--- src/core/esip_pkg.sv ---
/*
  Package for the eight-channel sinking input port: input area offsets,
  filter and blink timing, module status enumeration and carrier structs.
  Assumes a single 100 MHz clock.
*/
package esip_pkg;
  // ----------------------------------------
  // Clock and timing
  // ----------------------------------------
  localparam int unsigned CLK_HZ = 100_000_000;
  localparam int unsigned DELAY_US = 3000;
  localparam int unsigned DELAY_CYCLES = (CLK_HZ / 1_000_000) * DELAY_US;
  localparam int unsigned BLINK_HZ = 2;
  localparam int unsigned BLINK_HALF_CYCLES = CLK_HZ / (2 * BLINK_HZ);
  localparam int unsigned CNT_W = 32;

  // ----------------------------------------
  // Input and output area
  // ----------------------------------------
  localparam int unsigned NUM_CH = 8;
  localparam logic [7:0] INPUT_STATE_BYTE_OFS = 8'h00;
  localparam int unsigned OUTPUT_BYTES = 0;
  localparam logic [7:0] INPUT_STATE_BYTE_RST = 8'h00;

  // ----------------------------------------
  // Module status
  // ----------------------------------------
  typedef enum logic [2:0] {
    ST_OK = 3'b000,
    ST_MOD_ERR = 3'b001,
    ST_NO_COMM = 3'b010,
    ST_NO_POWER = 3'b011,
    ST_CFG_ERR = 3'b100
  } esip_status_type;

  typedef struct packed {
    logic run_indicator;
    logic module_fault_indicator;
    logic [7:0] channel_indicator;
  } esip_led_type;

  typedef struct packed {
    logic bus_power_ok;
    logic bus_comm_ok;
    logic module_error;
    logic config_error;
  } esip_health_type;
endpackage : esip_pkg

--- src/core/esip_port.sv ---
/*
  Eight-channel sinking input port: per-channel 3 ms stability filter,
  input state byte read by the backplane master, LED drive.
  Assumes inputs synchronous to i_ref_clk; the raw pins are low when active.
*/
// Contract
// - The filtered eight channels form one byte at input offset zero, bit n is channel n.
// - The port has no output area and ignores any output data offered.
// - A reported bit goes active only after the raw input is active for 3 ms.
// - A reported bit goes inactive only after the raw input is inactive for 3 ms.
// - With bus power, working communication and no error, run is lit and module fault is dark.
// - With bus power and no configuration error, an internal error lights the module fault indicator regardless of run.
// - With no backplane communication and no configuration error the run indicator is off.
// - With failed bus power both run and module fault are off.
// - With bus power, a configuration error blinks run and module fault together at 2 Hz.
// - With run lit and no fault each channel indicator shows its input level.
// - A channel is logic one when its terminal is pulled to ground.
`timescale 1ns/1ps
`default_nettype none
module esip_port #(
  parameter int unsigned DELAY_CYCLES = esip_pkg::DELAY_CYCLES,
  parameter int unsigned BLINK_HALF_CYCLES = esip_pkg::BLINK_HALF_CYCLES
) (
  input wire logic i_ref_clk,
  input wire logic i_rst_n,
  input wire logic [7:0] i_input_pin_n,
  input wire esip_pkg::esip_health_type i_health,
  input wire logic [7:0] i_addr,
  input wire logic i_rd,
  input wire logic i_wr,
  input wire logic [7:0] i_wdata,
  output logic [7:0] o_rdata,
  output logic o_rd_ack,
  output logic [7:0] o_input_state_byte,
  output esip_pkg::esip_led_type o_led
);
  localparam int unsigned NCH = esip_pkg::NUM_CH;

  typedef struct packed {
    logic [NCH-1:0] state;
    logic [NCH-1:0][esip_pkg::CNT_W-1:0] cnt;
    logic [esip_pkg::CNT_W-1:0] blink_cnt;
    logic blink;
    logic [7:0] rdata;
    logic rd_ack;
    esip_pkg::esip_led_type led;
  } esip_state_type;

  esip_state_type s_q;
  esip_state_type s_d;
  esip_pkg::esip_status_type status;
  logic [NCH-1:0] raw;

  // ----------------------------------------
  // Status decode
  // ----------------------------------------
  function automatic esip_pkg::esip_status_type decode_status(
    input esip_pkg::esip_health_type h);
    if (!h.bus_power_ok) begin
      return esip_pkg::ST_NO_POWER;
    end else if (h.config_error) begin
      return esip_pkg::ST_CFG_ERR;
    end else if (h.module_error) begin
      return esip_pkg::ST_MOD_ERR;
    end else if (!h.bus_comm_ok) begin
      return esip_pkg::ST_NO_COMM;
    end
    return esip_pkg::ST_OK;
  endfunction : decode_status

  assign status = decode_status(i_health);
  assign raw = ~i_input_pin_n;

  // ----------------------------------------
  // Next state
  // ----------------------------------------
  always_comb begin
    s_d = s_q;
    for (int i = 0; i < NCH; i++) begin
      if (raw[i] == s_q.state[i]) begin
        s_d.cnt[i] = '0;
      end else if (s_q.cnt[i] >= esip_pkg::CNT_W'(DELAY_CYCLES - 1)) begin
        s_d.state[i] = raw[i];
        s_d.cnt[i] = '0;
      end else begin
        s_d.cnt[i] = s_q.cnt[i] + 1'b1;
      end
    end
    if (s_q.blink_cnt >= esip_pkg::CNT_W'(BLINK_HALF_CYCLES - 1)) begin
      s_d.blink_cnt = '0;
      s_d.blink = ~s_q.blink;
    end else begin
      s_d.blink_cnt = s_q.blink_cnt + 1'b1;
    end
    // Read answers next cycle; writes fall into the empty output area
    s_d.rd_ack = i_rd;
    if (i_rd && i_addr == esip_pkg::INPUT_STATE_BYTE_OFS) begin
      s_d.rdata = s_q.state;
    end else if (i_rd) begin
      s_d.rdata = 8'h00;
    end
    unique case (status)
      esip_pkg::ST_OK: begin
        s_d.led.run_indicator = 1'b1;
        s_d.led.module_fault_indicator = 1'b0;
      end
      esip_pkg::ST_MOD_ERR: begin
        s_d.led.run_indicator = i_health.bus_comm_ok;
        s_d.led.module_fault_indicator = 1'b1;
      end
      esip_pkg::ST_NO_COMM: begin
        s_d.led.run_indicator = 1'b0;
        s_d.led.module_fault_indicator = 1'b0;
      end
      esip_pkg::ST_NO_POWER: begin
        s_d.led.run_indicator = 1'b0;
        s_d.led.module_fault_indicator = 1'b0;
      end
      esip_pkg::ST_CFG_ERR: begin
        s_d.led.run_indicator = s_q.blink;
        s_d.led.module_fault_indicator = s_q.blink;
      end
      default: begin
        s_d.led.run_indicator = 1'b0;
        s_d.led.module_fault_indicator = 1'b0;
      end
    endcase
    s_d.led.channel_indicator = s_q.state;
    if (!i_rst_n) begin
      s_d = '0;
      s_d.state = esip_pkg::INPUT_STATE_BYTE_RST;
    end
  end

  always_ff @(posedge i_ref_clk) begin
    s_q <= s_d;
  end

  assign o_rdata = s_q.rdata;
  assign o_rd_ack = s_q.rd_ack;
  assign o_input_state_byte = s_q.state;
  assign o_led = s_q.led;

  // ----------------------------------------
  // Assertions
  // ----------------------------------------
  logic unused_wr;
  assign unused_wr = i_wr ^ (|i_wdata);

  // ----------------------------------------
  // Per-channel filter checks
  // ----------------------------------------
  for (genvar g = 0; g < NCH; g++) begin : g_chk
    a_rise_needs_hold: assert property (@(posedge i_ref_clk) disable iff (!i_rst_n)
      $rose(s_q.state[g])
      |-> $past(raw[g])
      && $past(s_q.cnt[g]) == esip_pkg::CNT_W'(DELAY_CYCLES - 1))
      else $error("early rise");

    a_fall_needs_hold: assert property (@(posedge i_ref_clk) disable iff (!i_rst_n)
      $fell(s_q.state[g])
      |-> !$past(raw[g])
      && $past(s_q.cnt[g]) == esip_pkg::CNT_W'(DELAY_CYCLES - 1))
      else $error("early fall");

    a_glitch_restarts: assert property (@(posedge i_ref_clk) disable iff (!i_rst_n)
      raw[g] == s_q.state[g]
      |=> s_q.cnt[g] == '0)
      else $error("filter not restarted");

    a_cnt_bounded: assert property (@(posedge i_ref_clk) disable iff (!i_rst_n)
      s_q.cnt[g] < esip_pkg::CNT_W'(DELAY_CYCLES))
      else $error("filter count overrun");

    a_change_needs_diff: assert property (@(posedge i_ref_clk) disable iff (!i_rst_n)
      $changed(s_q.state[g])
      |-> $past(raw[g]) != $past(s_q.state[g]))
      else $error("state moved without new level");

    a_pin_polarity: assert property (@(posedge i_ref_clk) disable iff (!i_rst_n)
      $rose(s_q.state[g])
      |-> !$past(i_input_pin_n[g]))
      else $error("active on high pin");
  end

  // ----------------------------------------
  // Read port checks
  // ----------------------------------------
  a_byte_read: assert property (@(posedge i_ref_clk) disable iff (!i_rst_n)
    i_rd && i_addr == 8'h00
    |=> o_rd_ack && o_rdata == $past(s_q.state))
    else $error("bad input byte");

  a_other_read_zero: assert property (@(posedge i_ref_clk) disable iff (!i_rst_n)
    i_rd && i_addr != 8'h00
    |=> o_rdata == 8'h00)
    else $error("unmapped not zero");

  a_ack_follows_rd: assert property (@(posedge i_ref_clk) disable iff (!i_rst_n)
    i_rd
    |=> o_rd_ack)
    else $error("read not acked");

  a_no_ack_idle: assert property (@(posedge i_ref_clk) disable iff (!i_rst_n)
    !i_rd
    |=> !o_rd_ack)
    else $error("ack without read");

  a_rdata_holds: assert property (@(posedge i_ref_clk) disable iff (!i_rst_n)
    !i_rd
    |=> $stable(o_rdata))
    else $error("read data moved without read");

  a_reset_clears: assert property (@(posedge i_ref_clk)
    !i_rst_n
    |=> o_input_state_byte == 8'h00 && o_led == '0 && !o_rd_ack)
    else $error("outputs not cleared by reset");

  // ----------------------------------------
  // Indicator checks
  // ----------------------------------------
  a_ok_leds: assert property (@(posedge i_ref_clk) disable iff (!i_rst_n)
    status == esip_pkg::ST_OK
    |=> o_led.run_indicator && !o_led.module_fault_indicator)
    else $error("ok leds wrong");

  a_fault_led: assert property (@(posedge i_ref_clk) disable iff (!i_rst_n)
    status == esip_pkg::ST_MOD_ERR
    |=> o_led.module_fault_indicator)
    else $error("fault led dark");

  a_mod_err_run: assert property (@(posedge i_ref_clk) disable iff (!i_rst_n)
    status == esip_pkg::ST_MOD_ERR
    |=> o_led.run_indicator == $past(i_health.bus_comm_ok))
    else $error("run wrong under module error");

  a_no_comm_run: assert property (@(posedge i_ref_clk) disable iff (!i_rst_n)
    i_health.bus_power_ok && !i_health.config_error && !i_health.bus_comm_ok
    |=> !o_led.run_indicator)
    else $error("run lit without comm");

  a_no_power_dark: assert property (@(posedge i_ref_clk) disable iff (!i_rst_n)
    !i_health.bus_power_ok
    |=> !o_led.run_indicator && !o_led.module_fault_indicator)
    else $error("leds lit without power");

  a_blink_together: assert property (@(posedge i_ref_clk) disable iff (!i_rst_n)
    status == esip_pkg::ST_CFG_ERR
    |=> o_led.run_indicator == o_led.module_fault_indicator)
    else $error("blink apart");

  a_blink_bounded: assert property (@(posedge i_ref_clk) disable iff (!i_rst_n)
    s_q.blink_cnt < esip_pkg::CNT_W'(BLINK_HALF_CYCLES))
    else $error("blink count overrun");

  a_chan_led: assert property (@(posedge i_ref_clk) disable iff (!i_rst_n)
    ##1 o_led.channel_indicator == $past(s_q.state))
    else $error("channel led wrong");

  // ----------------------------------------
  // Scenario covers
  // ----------------------------------------
  c_rise: cover property (@(posedge i_ref_clk) disable iff (!i_rst_n)
    $rose(s_q.state[0]));

  c_fall: cover property (@(posedge i_ref_clk) disable iff (!i_rst_n)
    $fell(s_q.state[7]));

  c_read: cover property (@(posedge i_ref_clk) disable iff (!i_rst_n)
    o_rd_ack && o_rdata != 8'h00);

  c_blink: cover property (@(posedge i_ref_clk) disable iff (!i_rst_n)
    status == esip_pkg::ST_CFG_ERR && $rose(s_q.blink));

  c_glitch: cover property (@(posedge i_ref_clk) disable iff (!i_rst_n)
    s_q.cnt[0] != '0 ##1 s_q.cnt[0] == '0 && $stable(s_q.state[0]));
endmodule : esip_port
`default_nettype wire

--- config.mk ---
export PLATFORM = sky130hd
export DESIGN_NAME = esip_port
export DESIGN_NICKNAME = d
export VERILOG_FILES = /design/src/core/esip_pkg.sv /design/src/core/esip_port.sv
export SDC_FILE = /design/constraint.sdc
export NUM_CORES = 1
export LEC_CHECK = 0
export BUFFER_PORTS_ARGS = -buffer_cell sky130_fd_sc_hd__buf_2
export CORE_MARGIN = 4
export CORE_UTILIZATION = 28
export DETAILED_ROUTE_END_ITERATION = 10
export GPL_TIMING_DRIVEN = 0
export PLACE_DENSITY = 0.42
export SLEW_MARGIN = 10
export SYNTH_ARGS = -nofsm -noshare
export SYNTH_HDL_FRONTEND = slang
export SYNTH_SLANG_ARGS = --single-unit
--- constraint.sdc ---
create_clock -name i_ref_clk -period 2.6 [get_ports i_ref_clk]
set_input_delay 0.13 -clock i_ref_clk [delete_from_list [all_inputs] [get_ports i_ref_clk]]
set_output_delay 0.13 -clock i_ref_clk [all_outputs]
set_load 0.03 [all_outputs]
# Word-level counts from Yosys, hierarchy flattened
# Cells that the tools add are included.
# op_classes
add_sub_neg	9
magnitude_cmp	9
bitwise	11
mux	12
n_reduce_logical	21
n_eq_ne	10
# op_table
op	n
$add A32 B1 Y32 const B	9
$ge A32 B19 Y1 const B	8
$ge A32 B25 Y1 const B	1
$reduce_or A3 Y1	8
$mux W8	2
$reduce_and A2 Y1	8
$mux W3	5
$not A1 Y1	10
$eq A1 B1 Y1	8
$logic_not A8 Y1	1
$not A8 Y8	1
$pmux W2 S3	1
$mux W1	4
$eq A3 B1 Y1 const B	1
$eq A3 B3 Y1 const B	1
$logic_not A3 Y1	1
$reduce_bool A2 Y1	1
$reduce_or A2 Y1	1
$logic_and A1 B1 Y1	1
# word_totals
wordCells	95
ff_bits	316

# Logic depth before layout (Yosys ltp)
# Gate-level depths: netlist (run 1).
# depth
depth_word	7
ltp_mapped	7

# Worst setup path after synthesis (run 1)
# Ideal clock, no wire load.
# synth_path
kind	register to register
startpoint	register s_q[20] in the netlist's numbering
endpoint	register s_q[44] in the netlist's numbering
arrival_ns	1.907
setup_slack_ns	0.627
stages_incl_launch_ff	8
cell_sequence	dfxtp_1 ha_1 clkdlybuf4s50_2 a2111o_1 nand4_2 o211ai_4 buf_6 nor2_1
# synth_between
elab_chain_len	2
# synth_lines
element	line_no	text
start: declaration	esip_port.sv:49	esip_state_type s_q;
start signal: assignment	esip_port.sv:136	s_q <= s_d;
$ge A32 B25 Y1	esip_port.sv:89	if (s_q.blink_cnt >= esip_pkg::CNT_W'(BLINK_HALF_CYCLES - 1)) begin
$reduce_or A2 Y1 (no source line)	n/a	
# Parallel ways exist; a longest one is shown, timed or not.
# A chain may end at the register's enable or synchronous reset.

# Worst setup path in the final report (run 1)
# layout_path
startpoint	register s_q[212] in the netlist's numbering
endpoint	register s_q[223] in the netlist's numbering
# layout_between
elab_chain_len	2
# layout_lines
element	line_no	text
$ge A32 B19 Y1	esip_port.sv:82	end else if (s_q.cnt[i] >= esip_pkg::CNT_W'(DELAY_CYCLES - 1)) begin
$reduce_or A3 Y1 (no source line)	n/a	
# Parallel ways exist; a longest one is shown, timed or not.

==> reports/results.tsv, run 1 <==
stage	metric	value	unit
floorplanning	rows	73	
outcome	status	finished, final reports clean	
sta	finalWorstSetupSlack	377.4	ps
final_layout	final_common_cell	dfxtp_1	
power	p_comb_share	1.6	%
route	num_vias	8086	
sta	finalClockSkew	25.90	ps
flow_run	maxCapViolations	0	
route	drtAntennaViolNets	0	
setup_path	path_max_fanout	10	
yosys	yosysWarnings	0	
global_route	grt_pass1_vias	7803	
setup_path	startpoint_type	flop	
clock_tree	clk_pin_slew_worst_paths	60	ps
power	power_switching	2.102	mW
sta	maxSlewViolCount	0	
route	wirelength	22090	um
yosys	synthArstFlopShare	0	%
yosys	ys_seq_area_share	55.00	%
sta	rsz0062_at_grt	false	
global_route	grt_max_degree	14	
final_layout	fin_nets	1436	
placed_design	dp_cells	1869	
global_route	grt_pass1_wl	37640	um
yosys	syn_avg_cell_area	9.706	um^2
clock_tree	htreeDepth	2	
setup_path	worst_setup_path_end_kind	flop	
floorplanning	io_pins	59	
sta	period_share	85.48	%
clock_tree	cts_buffer_depth	3	
placed_design	dp_hpwl	14840	um
global_route	antenna_found_initial	1	
global_route	busiest_layer	met2	
route	dr.pass1.iters	4	
sta	hold_viol_final	0	
yosys	ys.flop_type	dfxtp_1	
sta	max_freq	449.9	MHz
worst_hold_path	holdCritPathClass	in -> reg	
clock_tree	clockRootBuffer	clkbuf_16	
global_route	overflow	0	
global_route	grt_use_met1	13.91	%
clock_tree	cts_tree	yes	
sta	finalSetupViolCount	0	
global_route	grt_usage	10.05	%
setup_path	worstPathRequired	3040	ps
floorplanning	fp.dieH	210.7	um
route	drt_iter0_markers	322	
sta	holdWs	8.808	ps
floorplanning	core_area	40190	um^2
clock_tree	numCtsBuffers	37	
floorplanning	die_w	210.7	um
placed_design	dpl-instance-area	12820	um^2
final_layout	fin_area	14240	um^2
floorplanning	start_util	28.62	%
global_route	use_met3	2.480	%
placed_design	pre_cts_ws	-582.2	ps
floorplanning	die-area	44380	um^2
final_layout	drive_gt1_share	12.17	%
route	drcViolationCount	0	
power	intPower	8.452	mW
placed_design	io_buffers	49	
yosys	ys_ff_latch	316	
global_route	grt_use_met2	15.52	%
sta	min_period	2223	ps
yosys	syn_inst	1185	
clock_tree	clk_latency	520	ps
power	power.leakage	5.181	nW
route	vias_per_cell	4.155	
power	switching_share	19.92	%
final_layout	antenna_cells	0	
route	wl_per_cell	11.35	um
setup_path	crit_arrival	2660	ps
setup_path	critPathKind	reg -> reg	
power	pwr-share-clk	51.1	%
sta	relSlewSlack	38.27	%
sta	worstMarginPinSlew	918.3	ps
power	pwr-share-seq	47.3	%
yosys	synth-edff-count	0	
final_layout	layout.cells.non_filler	1946	
yosys	syn_area	11500	um^2
final_layout	final_cell_mix	dfxtp_1, nor2_1, conb_1	
final_layout	fillCellCount	4103	
power	peakVddDrop	467.7	uV
final_layout	synthToLayoutAreaGrowth	23.78	%
power	p_per_area	741.3	nW/um^2
placed_design	place_congestion	0.7283	
clock_tree	cts_sinks	316	
yosys	synthDistinctLibCells	58	
[cell usage after synthesis, drive strengths merged (2+ instances only)]
library cell	instances	area share (%)
nor2	222	7.3
nor3	34	1.5
and4	17	1.3
a21oi	12	0.52
clkbuf	10	0.36
o211ai	2	0.25
or4	4	0.26
a31oi	2	0.11
nand2b	9	0.49
and3	23	1.3
nand3	73	3.2
inv	27	0.88
ha	9	0.98
nand2	67	2.2
a211o	2	0.15
or3	2	0.11
and2	11	0.60
o21ai	12	0.52
xnor2	79	6.0
o21a	5	0.33
nor4b	2	0.15
a41oi	3	0.23
o311ai	3	0.23
a22o	8	0.61
a31o	5	0.38
nor4	39	2.2
dfxtp	316	55
xor2	86	6.5
nor2b	2	0.11
or2	2	0.11
buf	35	2.2
nand4	47	2.8
[worst max-delay path: stages (launching register included)]
cell and delay (ps):
dfxtp_1 330, ha_1 240, nand4_1 200, a21oi_1 100, o31ai_1 340, nand4_1 430, clkbuf_1 360, nor2_1 140
[layer usage]
metal	routed length, um	share of wire (%)
met1	11310	51
met2	9383	42
met3	922	4.2
met4	468	2.1
met5	0	0
[sequential cells by signal (all words and copies together), names as in the netlist]
register and cells:
s_q 289, o_led 10, o_rdata 8, o_input_state_byte 8, o_rd_ack 1
[power by group through the flow]
stage,clock network (mW),logic [mW],registers (mW)
finish,5.39,0.171,4.99
global route,5.81,0.196,5.00
CTS,5.62,0.174,4.99
detailed placement,0,0.165,5.10
global placement,0,0.164,5.09
floorplan,0,0.107,5.08
[cell families (layout without fill, tap and decap cells)]
family	Yosys count	in the layout	synth area share (%)
buffers and inverters	73	199	3.579
XOR/XNOR	165	165	12.57
other	1	111	0.03261
flip-flops	316	316	55.00
AO/OA/AOI/OAI	63	63	4.026
adder cells (fa/ha/maj)	9	9	0.9791
AND/OR/NAND/NOR	558	558	23.81
[stage by stage]
stage	util [%]	total power, mW	TNS, ps
detailed placement	31.91	5.262	-30050
CTS	35.33	10.78	0
floorplan	-	5.192	0
finish	35.42	10.55	0
global route	35.42	11.00	0
global placement	31.89	5.259	-32090
[area by class of cell]
type	instances	area, um^2	area share (%)
multi-input combinational	906	5194	36.48
clock buffer	52	1095	7.690
inverter	27	101.3	0.7119
buffer	46	311.5	2.188
tap	525	656.9	4.614
timing repair buffer	61	355.3	2.496
sequential	316	6326	44.44
clock inverter	13	196.4	1.380
[final timing paths]
| kind | slack [ps] | cells after the start | end | from |
|---|---|---|---|---|
| worst max-delay path | 380 | 7 | s_q[223]$_SDFF_PP0_ | s_q[212]$_SDFF_PP0_ |
| worst min-delay path | 9 | 2 | o_rd_ack$_SDFF_PN0_ | i_rd |
| worst max register to register | 380 | 7 | s_q[223]$_SDFF_PP0_ | s_q[212]$_SDFF_PP0_ |
| worst min register to register | 430 | 1 | s_q[116]$_SDFF_PP0_ | s_q[116]$_SDFF_PP0_ |
[timing repair]
action | in CTS | in global routing
gates resized for setup | 1 | 3
pin swaps | 0 | 2
hold endpoints to repair | 5 | 0
setup endpoints to repair | 10 | 45
hold buffers | 8 | 0
setup buffers | 0 | 4
Note: power is estimated with default switching activity, not from simulation.
==> run 2: changes to the inputs <==
--- a/config.mk
+++ b/config.mk
@@ -10,6 +10,7 @@
 export CORE_UTILIZATION = 28
 export DETAILED_ROUTE_END_ITERATION = 10
 export GPL_TIMING_DRIVEN = 0
+export HOLD_SLACK_MARGIN = 0.15
 export PLACE_DENSITY = 0.42
 export SLEW_MARGIN = 10
 export SYNTH_ARGS = -nofsm -noshare
==> run 2 against run 1 <==
- clock skew grew 0.72 ps
- maximum frequency is essentially flat
- setup slack is essentially flat
- sequential share of layout area shrank 0.22 points
- design area grew 0.49%
- sequential power is essentially flat
- core utilization grew 0.17 points
- hold slack gained 420 ps
- flip-flop and latch count is the same
- critical path depth is the same
- combinational power grew 5%
- largest power group unchanged
==> reports/results.tsv, run 2 (synthesis results as in run 1) <==
stage	metric	value	unit	change
route	dr.pass1.iters	4		unchanged
placed_design	dp_cells	1869		unchanged
sta	maxSlewViolCount	0		unchanged
clock_tree	clk_pin_slew_worst_paths	60	ps	about the same
clock_tree	cts_sinks	316		unchanged
power	intPower	8.458	mW	was 8.452 mW
floorplanning	die-area	44380	um^2	unchanged
final_layout	post-route-util	35.60	%	was 35.42%
power	pwr-share-clk	51.1	%	about the same
setup_path	crit_arrival	2660	ps	about the same
sta	rsz0062_at_grt	false		unchanged
outcome	status	finished, final reports clean		unchanged
sta	fin_setup_tns	0	ps	unchanged
clock_tree	cts_tree	yes		unchanged
final_layout	final_common_cell	dfxtp_1		unchanged
final_layout	regArea	6326	um^2	unchanged
route	drcViolationCount	0		unchanged
floorplanning	rows	73		unchanged
sta	hold_viol_final	0		unchanged
power	power_switching	2.106	mW	was 2.102 mW
floorplanning	fp.dieH	210.7	um	unchanged
final_layout	multi_input_area	5194	um^2	unchanged
power	switching_share	19.94	%	was 19.92%
sta	min_period	2223	ps	about the same
route	drt_iter0_markers	339		was 322
flow_run	maxCapViolations	0		unchanged
clock_tree	clockRootBuffer	clkbuf_16		unchanged
worst_hold_path	min_to	s_q[116]$_SDFF_PP0_		was o_rd_ack$_SDFF_PN0_
sta	finalClockSkew	26.63	ps	was 25.90 ps
setup_path	path_max_fanout	10		unchanged
route	drtAntennaViolNets	0		unchanged
setup_path	ff2ff_path_depth	7		unchanged
power	peakVddDrop	467.4	uV	was 467.7 uV
route	wirelength	22160	um	was 22090 um
setup_path	r2r_slack	380	ps	about the same
setup_path	critPathKind	reg -> reg		unchanged
global_route	overflow	0		unchanged
power	p_per_area	738.5	nW/um^2	was 741.3 nW/um^2
route	wl_per_cell	11.34	um	was 11.35 um
clock_tree	clk_latency	520	ps	about the same
global_route	grt_usage	10.10	%	was 10.05%
placed_design	io_buffers	49		unchanged
clock_tree	cts_buffer_depth	3		unchanged
final_layout	drive_gt1_share	12.11	%	was 12.17%
worst_hold_path	holdCritPathClass	reg -> reg		was in -> reg
final_layout	final_cell_mix	dfxtp_1, nor2_1, conb_1		unchanged
sta	period_share	85.49	%	was 85.48%
global_route	grt_pass1_vias	7844		was 7803
placed_design	place_congestion	0.7283		unchanged
sta	finalSetupViolCount	0		unchanged
sta	worstMarginPinSlew	901.1	ps	was 918.3 ps
final_layout	fillCellCount	4100		was 4103
sta	relSlewSlack	39.42	%	was 38.27%
setup_path	rr_endpoint	s_q[223]$_SDFF_PP0_		unchanged
route	num_vias	8141		was 8086
sta	max_freq	449.9	MHz	about the same
placed_design	dp_hpwl	14840	um	unchanged
final_layout	synthToLayoutAreaGrowth	24.39	%	was 23.78%
route	vias_per_cell	4.168		was 4.155
power	pwr-share-seq	47.2	%	was 47.3%
power	power.leakage	5.212	nW	was 5.181 nW
floorplanning	io_pins	59		unchanged
worst_hold_path	hold_start	s_q[116]$_SDFF_PP0_		was i_rd
clock_tree	numCtsBuffers	37		unchanged
global_route	grt_pass1_wl	37830	um	was 37640 um
final_layout	antenna_cells	0		unchanged
global_route	antenna_found_initial	1		unchanged
final_layout	top_register	s_q		unchanged
floorplanning	core_area	40190	um^2	unchanged
final_layout	fin_nets	1443		was 1436
floorplanning	die_w	210.7	um	unchanged
floorplanning	start_util	28.62	%	unchanged
setup_path	startpoint_type	flop		unchanged
clock_tree	htreeDepth	2		unchanged
global_route	grt_max_degree	14		unchanged
setup_path	worstPathRequired	3040	ps	about the same
worst_hold_path	holdPathStages	1		was 2
setup_path	r2r-start	s_q[212]$_SDFF_PP0_		unchanged
setup_path	worst_setup_path_end_kind	flop		unchanged
final_layout	layout.cells.non_filler	1953		was 1946
power	p_comb_share	1.7	%	was 1.6%
final_layout	largest_register_ffs	289		unchanged
## run 2: area by class of cell
type	instances	share of cell area, %
Buffer	46	2.178
Clock buffer	52	7.653
Multi-Input combinational cell	906	36.30
Sequential cell	316	44.22
Clock inverter	13	1.373
Timing Repair Buffer	68	2.974
Inverter	27	0.7084
Tap cell	525	4.592
## run 2: how the worst max path moves through the flow
stage                              from                   to  cells past startpoint
floorplan            s_q[20]$_SDFF_PP0_   s_q[44]$_SDFF_PP0_                      7
global placement                i_rst_n  s_q[293]$_SDFF_PP0_                      6
detailed placement              i_rst_n  s_q[289]$_SDFF_PP0_                      6
CTS                 s_q[276]$_SDFF_PP0_  s_q[293]$_SDFF_PP0_                      7
global route        s_q[212]$_SDFF_PP0_  s_q[223]$_SDFF_PP0_                      7
finish              s_q[212]$_SDFF_PP0_  s_q[223]$_SDFF_PP0_                      7
## run 2: timing repair
action                                  4_1_cts  5_1_grt
gates resized for setup                       1        3
endpoints found under the hold margin        48        0
endpoints found under the setup margin       10       45
hold buffers                                 15        0
setup buffers                                 0        4
pin swaps                                     0        2
## run 2: power groups by stage
stage / combinational (mW) / clock, mW / sequential, mW
after global placement: 0.164 / 0 / 5.09
after floorplan: 0.107 / 0 / 5.08
after global routing: 0.205 / 5.81 / 5.00
after CTS: 0.183 / 5.62 / 4.99
final: 0.180 / 5.40 / 4.99
after detailed placement: 0.165 / 0 / 5.10
## run 2: routing by layer
layer | routed length, um | track usage [%] | vias to the layer above | share of wire [%]
li1 | - | - | 4341 | -
met1 | 11320 | 13.98 | 3668 | 51
met2 | 9447 | 15.64 | 93 | 43
met3 | 922 | 2.465 | 39 | 4.2
met4 | 469 | 3.175 | 0 | 2.1
met5 | 0 | 0 | - | 0
## run 2: worst max-delay path, cell delays in order, from the launching register on
cell	delay, ps
dfxtp_1	330
ha_1	240
nand4_1	200
a21oi_1	100
o31ai_1	340
nand4_1	430
clkbuf_1	360
nor2_1	140
## run 2: through the flow
stage	instance area (um^2)	setup slack, ps	hold slack, ps	power [mW]
after CTS	14270	9.470	399.5	10.79
after global routing	14310	33.01	439.5	11.01
after detailed placement	12820	-582.2	384.3	5.262
final	14310	377.3	433.8	10.56
after floorplan	11910	627.2	266.0	5.192
after global placement	12820	-591.5	382.1	5.259
==> run 3: changes to the inputs <==
--- a/config.mk
+++ b/config.mk
@@ -12,6 +12,7 @@
 export GPL_TIMING_DRIVEN = 0
 export HOLD_SLACK_MARGIN = 0.15
 export PLACE_DENSITY = 0.42
+export REMOVE_ABC_BUFFERS = 1
 export SLEW_MARGIN = 10
 export SYNTH_ARGS = -nofsm -noshare
 export SYNTH_HDL_FRONTEND = slang
==> run 3 against run 2 <==
- hold slack got worse by 200 ps
- largest power group unchanged
- setup slack got worse by 45 ps
- final cell count shrank 2.2%
- clock-buffer cell count rose by 1
- design area decreased by 1.6%
- sequential power is essentially flat
- total power up 2.5%
- combinational power fell by 12%
- first-iteration DRC count is 29% lower
==> reports/results.tsv, run 3 (synthesis results as in run 1) <==
stage	metric	value	unit	change
setup_path	startpoint_type	flop		unchanged
setup_path	ff2ff_path_depth	6		was 7
final_layout	fin_nets	1398		was 1443
global_route	grt_pass1_vias	7704		was 7844
route	dr.pass1.iters	4		unchanged
floorplanning	die_w	210.7	um	unchanged
setup_path	slowest_stage	o41ai_1		was nand4_1
route	wl_per_cell	11.19	um	was 11.34 um
floorplanning	io_pins	59		unchanged
final_layout	top_register	s_q		unchanged
sta	rsz0062_at_grt	false		unchanged
worst_hold_path	holdCritPathClass	in -> reg		was reg -> reg
worst_hold_path	holdPathStages	2		was 1
route	drt_iter0_markers	240		was 339
global_route	grt_usage	9.797	%	was 10.10%
route	num_vias	7980		was 8141
power	p_comb_share	1.5	%	was 1.7%
clock_tree	clk_pin_slew_worst_paths	60	ps	about the same
floorplanning	die-area	44380	um^2	unchanged
final_layout	final_cell_mix	dfxtp_1, nor2_1, conb_1		unchanged
floorplanning	fp.dieH	210.7	um	unchanged
route	vias_per_cell	4.176		was 4.168
route	drcViolationCount	0		unchanged
floorplanning	start_util	28.62	%	unchanged
sta	finalSetupViolCount	0		unchanged
power	switching_share	20.07	%	was 19.94%
clock_tree	clockRootBuffer	clkbuf_16		unchanged
global_route	grt_pass1_wl	37010	um	was 37830 um
power	intPower	8.660	mW	was 8.458 mW
final_layout	largest_register_ffs	289		unchanged
power	peakVddDrop	388.7	uV	was 467.4 uV
global_route	antenna_found_initial	2		was 1
sta	max_freq	441.1	MHz	was 449.9 MHz
clock_tree	cts_tree	yes		unchanged
global_route	busiest_layer	met2		unchanged
setup_path	slowest_delay	640	ps	was 430 ps
sta	period_share	87.20	%	was 85.49%
final_layout	antenna_cells	0		unchanged
clock_tree	cts_buffer_depth	3		unchanged
placed_design	dpl-instance-area	12530	um^2	was 12820 um^2
global_route	grt_max_degree	30		was 14
placed_design	dp_hpwl	13950	um	was 14840 um
setup_path	path_max_fanout	19		was 10
clock_tree	htreeDepth	2		unchanged
clock_tree	cts_sinks	316		unchanged
sta	relSlewSlack	44.68	%	was 39.42%
worst_hold_path	min_to	s_q[19]$_SDFFE_PN0P_		was s_q[116]$_SDFF_PP0_
setup_path	r2r-start	s_q[244]$_SDFF_PP0_		was s_q[212]$_SDFF_PP0_
clock_tree	numCtsBuffers	39		was 37
final_layout	final_common_cell	dfxtp_1		unchanged
floorplanning	rows	73		unchanged
final_layout	synthToLayoutAreaGrowth	22.44	%	was 24.39%
global_route	overflow	0		unchanged
placed_design	io_buffers	49		unchanged
power	power_switching	2.174	mW	was 2.106 mW
power	pwr-share-seq	46.1	%	was 47.2%
setup_path	path_cells	ha_1 -> a41oi_1 -> nor3_1 -> o41ai_1 -> nand4_4 -> nor2_1		was ha_1 -> nand4_1 -> a21oi_1 -> o31ai_1 -> nand4_1 -> clkbuf_1 -> nor2_1
worst_hold_path	hold_start	i_rst_n		was s_q[116]$_SDFF_PP0_
flow_run	maxCapViolations	0		unchanged
power	p_per_area	769.3	nW/um^2	was 738.5 nW/um^2
power	power.leakage	5.036	nW	was 5.212 nW
placed_design	place_congestion	0.7378		was 0.7283
setup_path	crit_arrival	2710	ps	was 2660 ps
sta	worstMarginPinSlew	823.0	ps	was 901.1 ps
sta	holdWs	234.0	ps	was 433.8 ps
route	wirelength	21380	um	was 22160 um
outcome	status	finished, final reports clean		unchanged
power	pwr-share-clk	52.5	%	was 51.1%
setup_path	path_buf_inv	0		was 1
clock_tree	clk_latency	520	ps	about the same
route	drtAntennaViolNets	0		unchanged
setup_path	rr_endpoint	s_q[249]$_SDFF_PP0_		was s_q[223]$_SDFF_PP0_
floorplanning	core_area	40190	um^2	unchanged
sta	maxSlewViolCount	0		unchanged
final_layout	drive_gt1_share	10.17	%	was 12.11%
sta	hold_viol_final	0		unchanged
setup_path	r2r_slack	330	ps	was 380 ps
setup_path	cp_top_family	compound AO/OA/AOI/OAI gates		was simple AND/OR/NAND/NOR gates
final_layout	fin_area	14080	um^2	was 14310 um^2
global_route	grt_use_met2	14.85	%	was 15.64%
global_route	grt_use_met1	13.52	%	was 13.98%
setup_path	worstPathRequired	3050	ps	was 3040 ps
setup_path	critPathKind	reg -> reg		unchanged
setup_path	worst_setup_path_end_kind	flop		unchanged
sta	finalClockSkew	13.84	ps	was 26.63 ps
sta	min_period	2267	ps	was 2223 ps
global_route	use_met3	2.421	%	was 2.465%
-- run 3: cell types whose count changed in the layout (fill, tap and decap cells not counted), sizes merged, moves of 2 or more --
cell | before | now
buf | 87 | 53
clkbuf | 63 | 53
clkinv | 6 | 8
clkinvlp | 1 | 3
-- run 3: area by class of cell --
cell class / instances / area, um^2
fillers: 4145 / 26110
clock inverters: 17 / 246.5
inverters: 27 / 101.3
flip-flops and latches: 316 / 6326
multi-input cells: 906 / 5197
well taps: 525 / 656.9
clock buffers: 53 / 1131
repair buffers: 67 / 422.9
-- run 3: stage by stage --
step | cells | setup TNS [ps] | setup WS (ps) | power [mW] | util [%]
finish | 1911 | 0 | 332.8 | 10.83 | 35.04
global route | 1911 | 0 | 105.6 | 11.31 | 35.04
CTS | 1908 | 0 | 71.57 | 11.08 | 34.96
detailed placement | 1824 | 0 | 76.87 | 5.240 | 31.19
global placement | 1823 | -183.0 | -21.60 | 5.235 | 31.12
floorplan | 1249 | 0 | 675.5 | 5.168 | -
-- run 3: worst max path at each step --
stage                                     end  cells past startpoint  slack (ps)                 from
after CTS                 s_q[218]$_SDFF_PP0_                      6          70  s_q[212]$_SDFF_PP0_
after floorplan           s_q[100]$_SDFF_PP0_                      6         680   s_q[84]$_SDFF_PP0_
after global placement    s_q[100]$_SDFF_PP0_                      6         -20   s_q[84]$_SDFF_PP0_
final                     s_q[249]$_SDFF_PP0_                      6         330  s_q[244]$_SDFF_PP0_
after detailed placement  s_q[218]$_SDFF_PP0_                      6          80  s_q[212]$_SDFF_PP0_
after global routing      s_q[255]$_SDFF_PP0_                      6         110  s_q[244]$_SDFF_PP0_
-- run 3: per-layer routing --
metal  vias to the layer above  part of all wire (%)
met1                      3562                    50
met4                         0                   3.2
met3                        49                   5.6
li1                       4259                     -
met2                       110                    41
met5                         -                     0
-- run 3: timing repair --
item,4_1_cts,5_1_grt
gates resized for setup,0,1
hold buffers,14,0
endpoints found under the hold margin,15,0
setup endpoints to repair,0,54
setup buffers,0,3
-- run 3: power groups by stage --
stage	Clock [mW]	Sequential [mW]	Combinational, mW
floorplan	0	5.11	0.0562
global placement	0	5.09	0.140
detailed placement	0	5.10	0.143
CTS	5.93	4.99	0.159
global route	6.13	5.00	0.182
finish	5.69	4.99	0.159
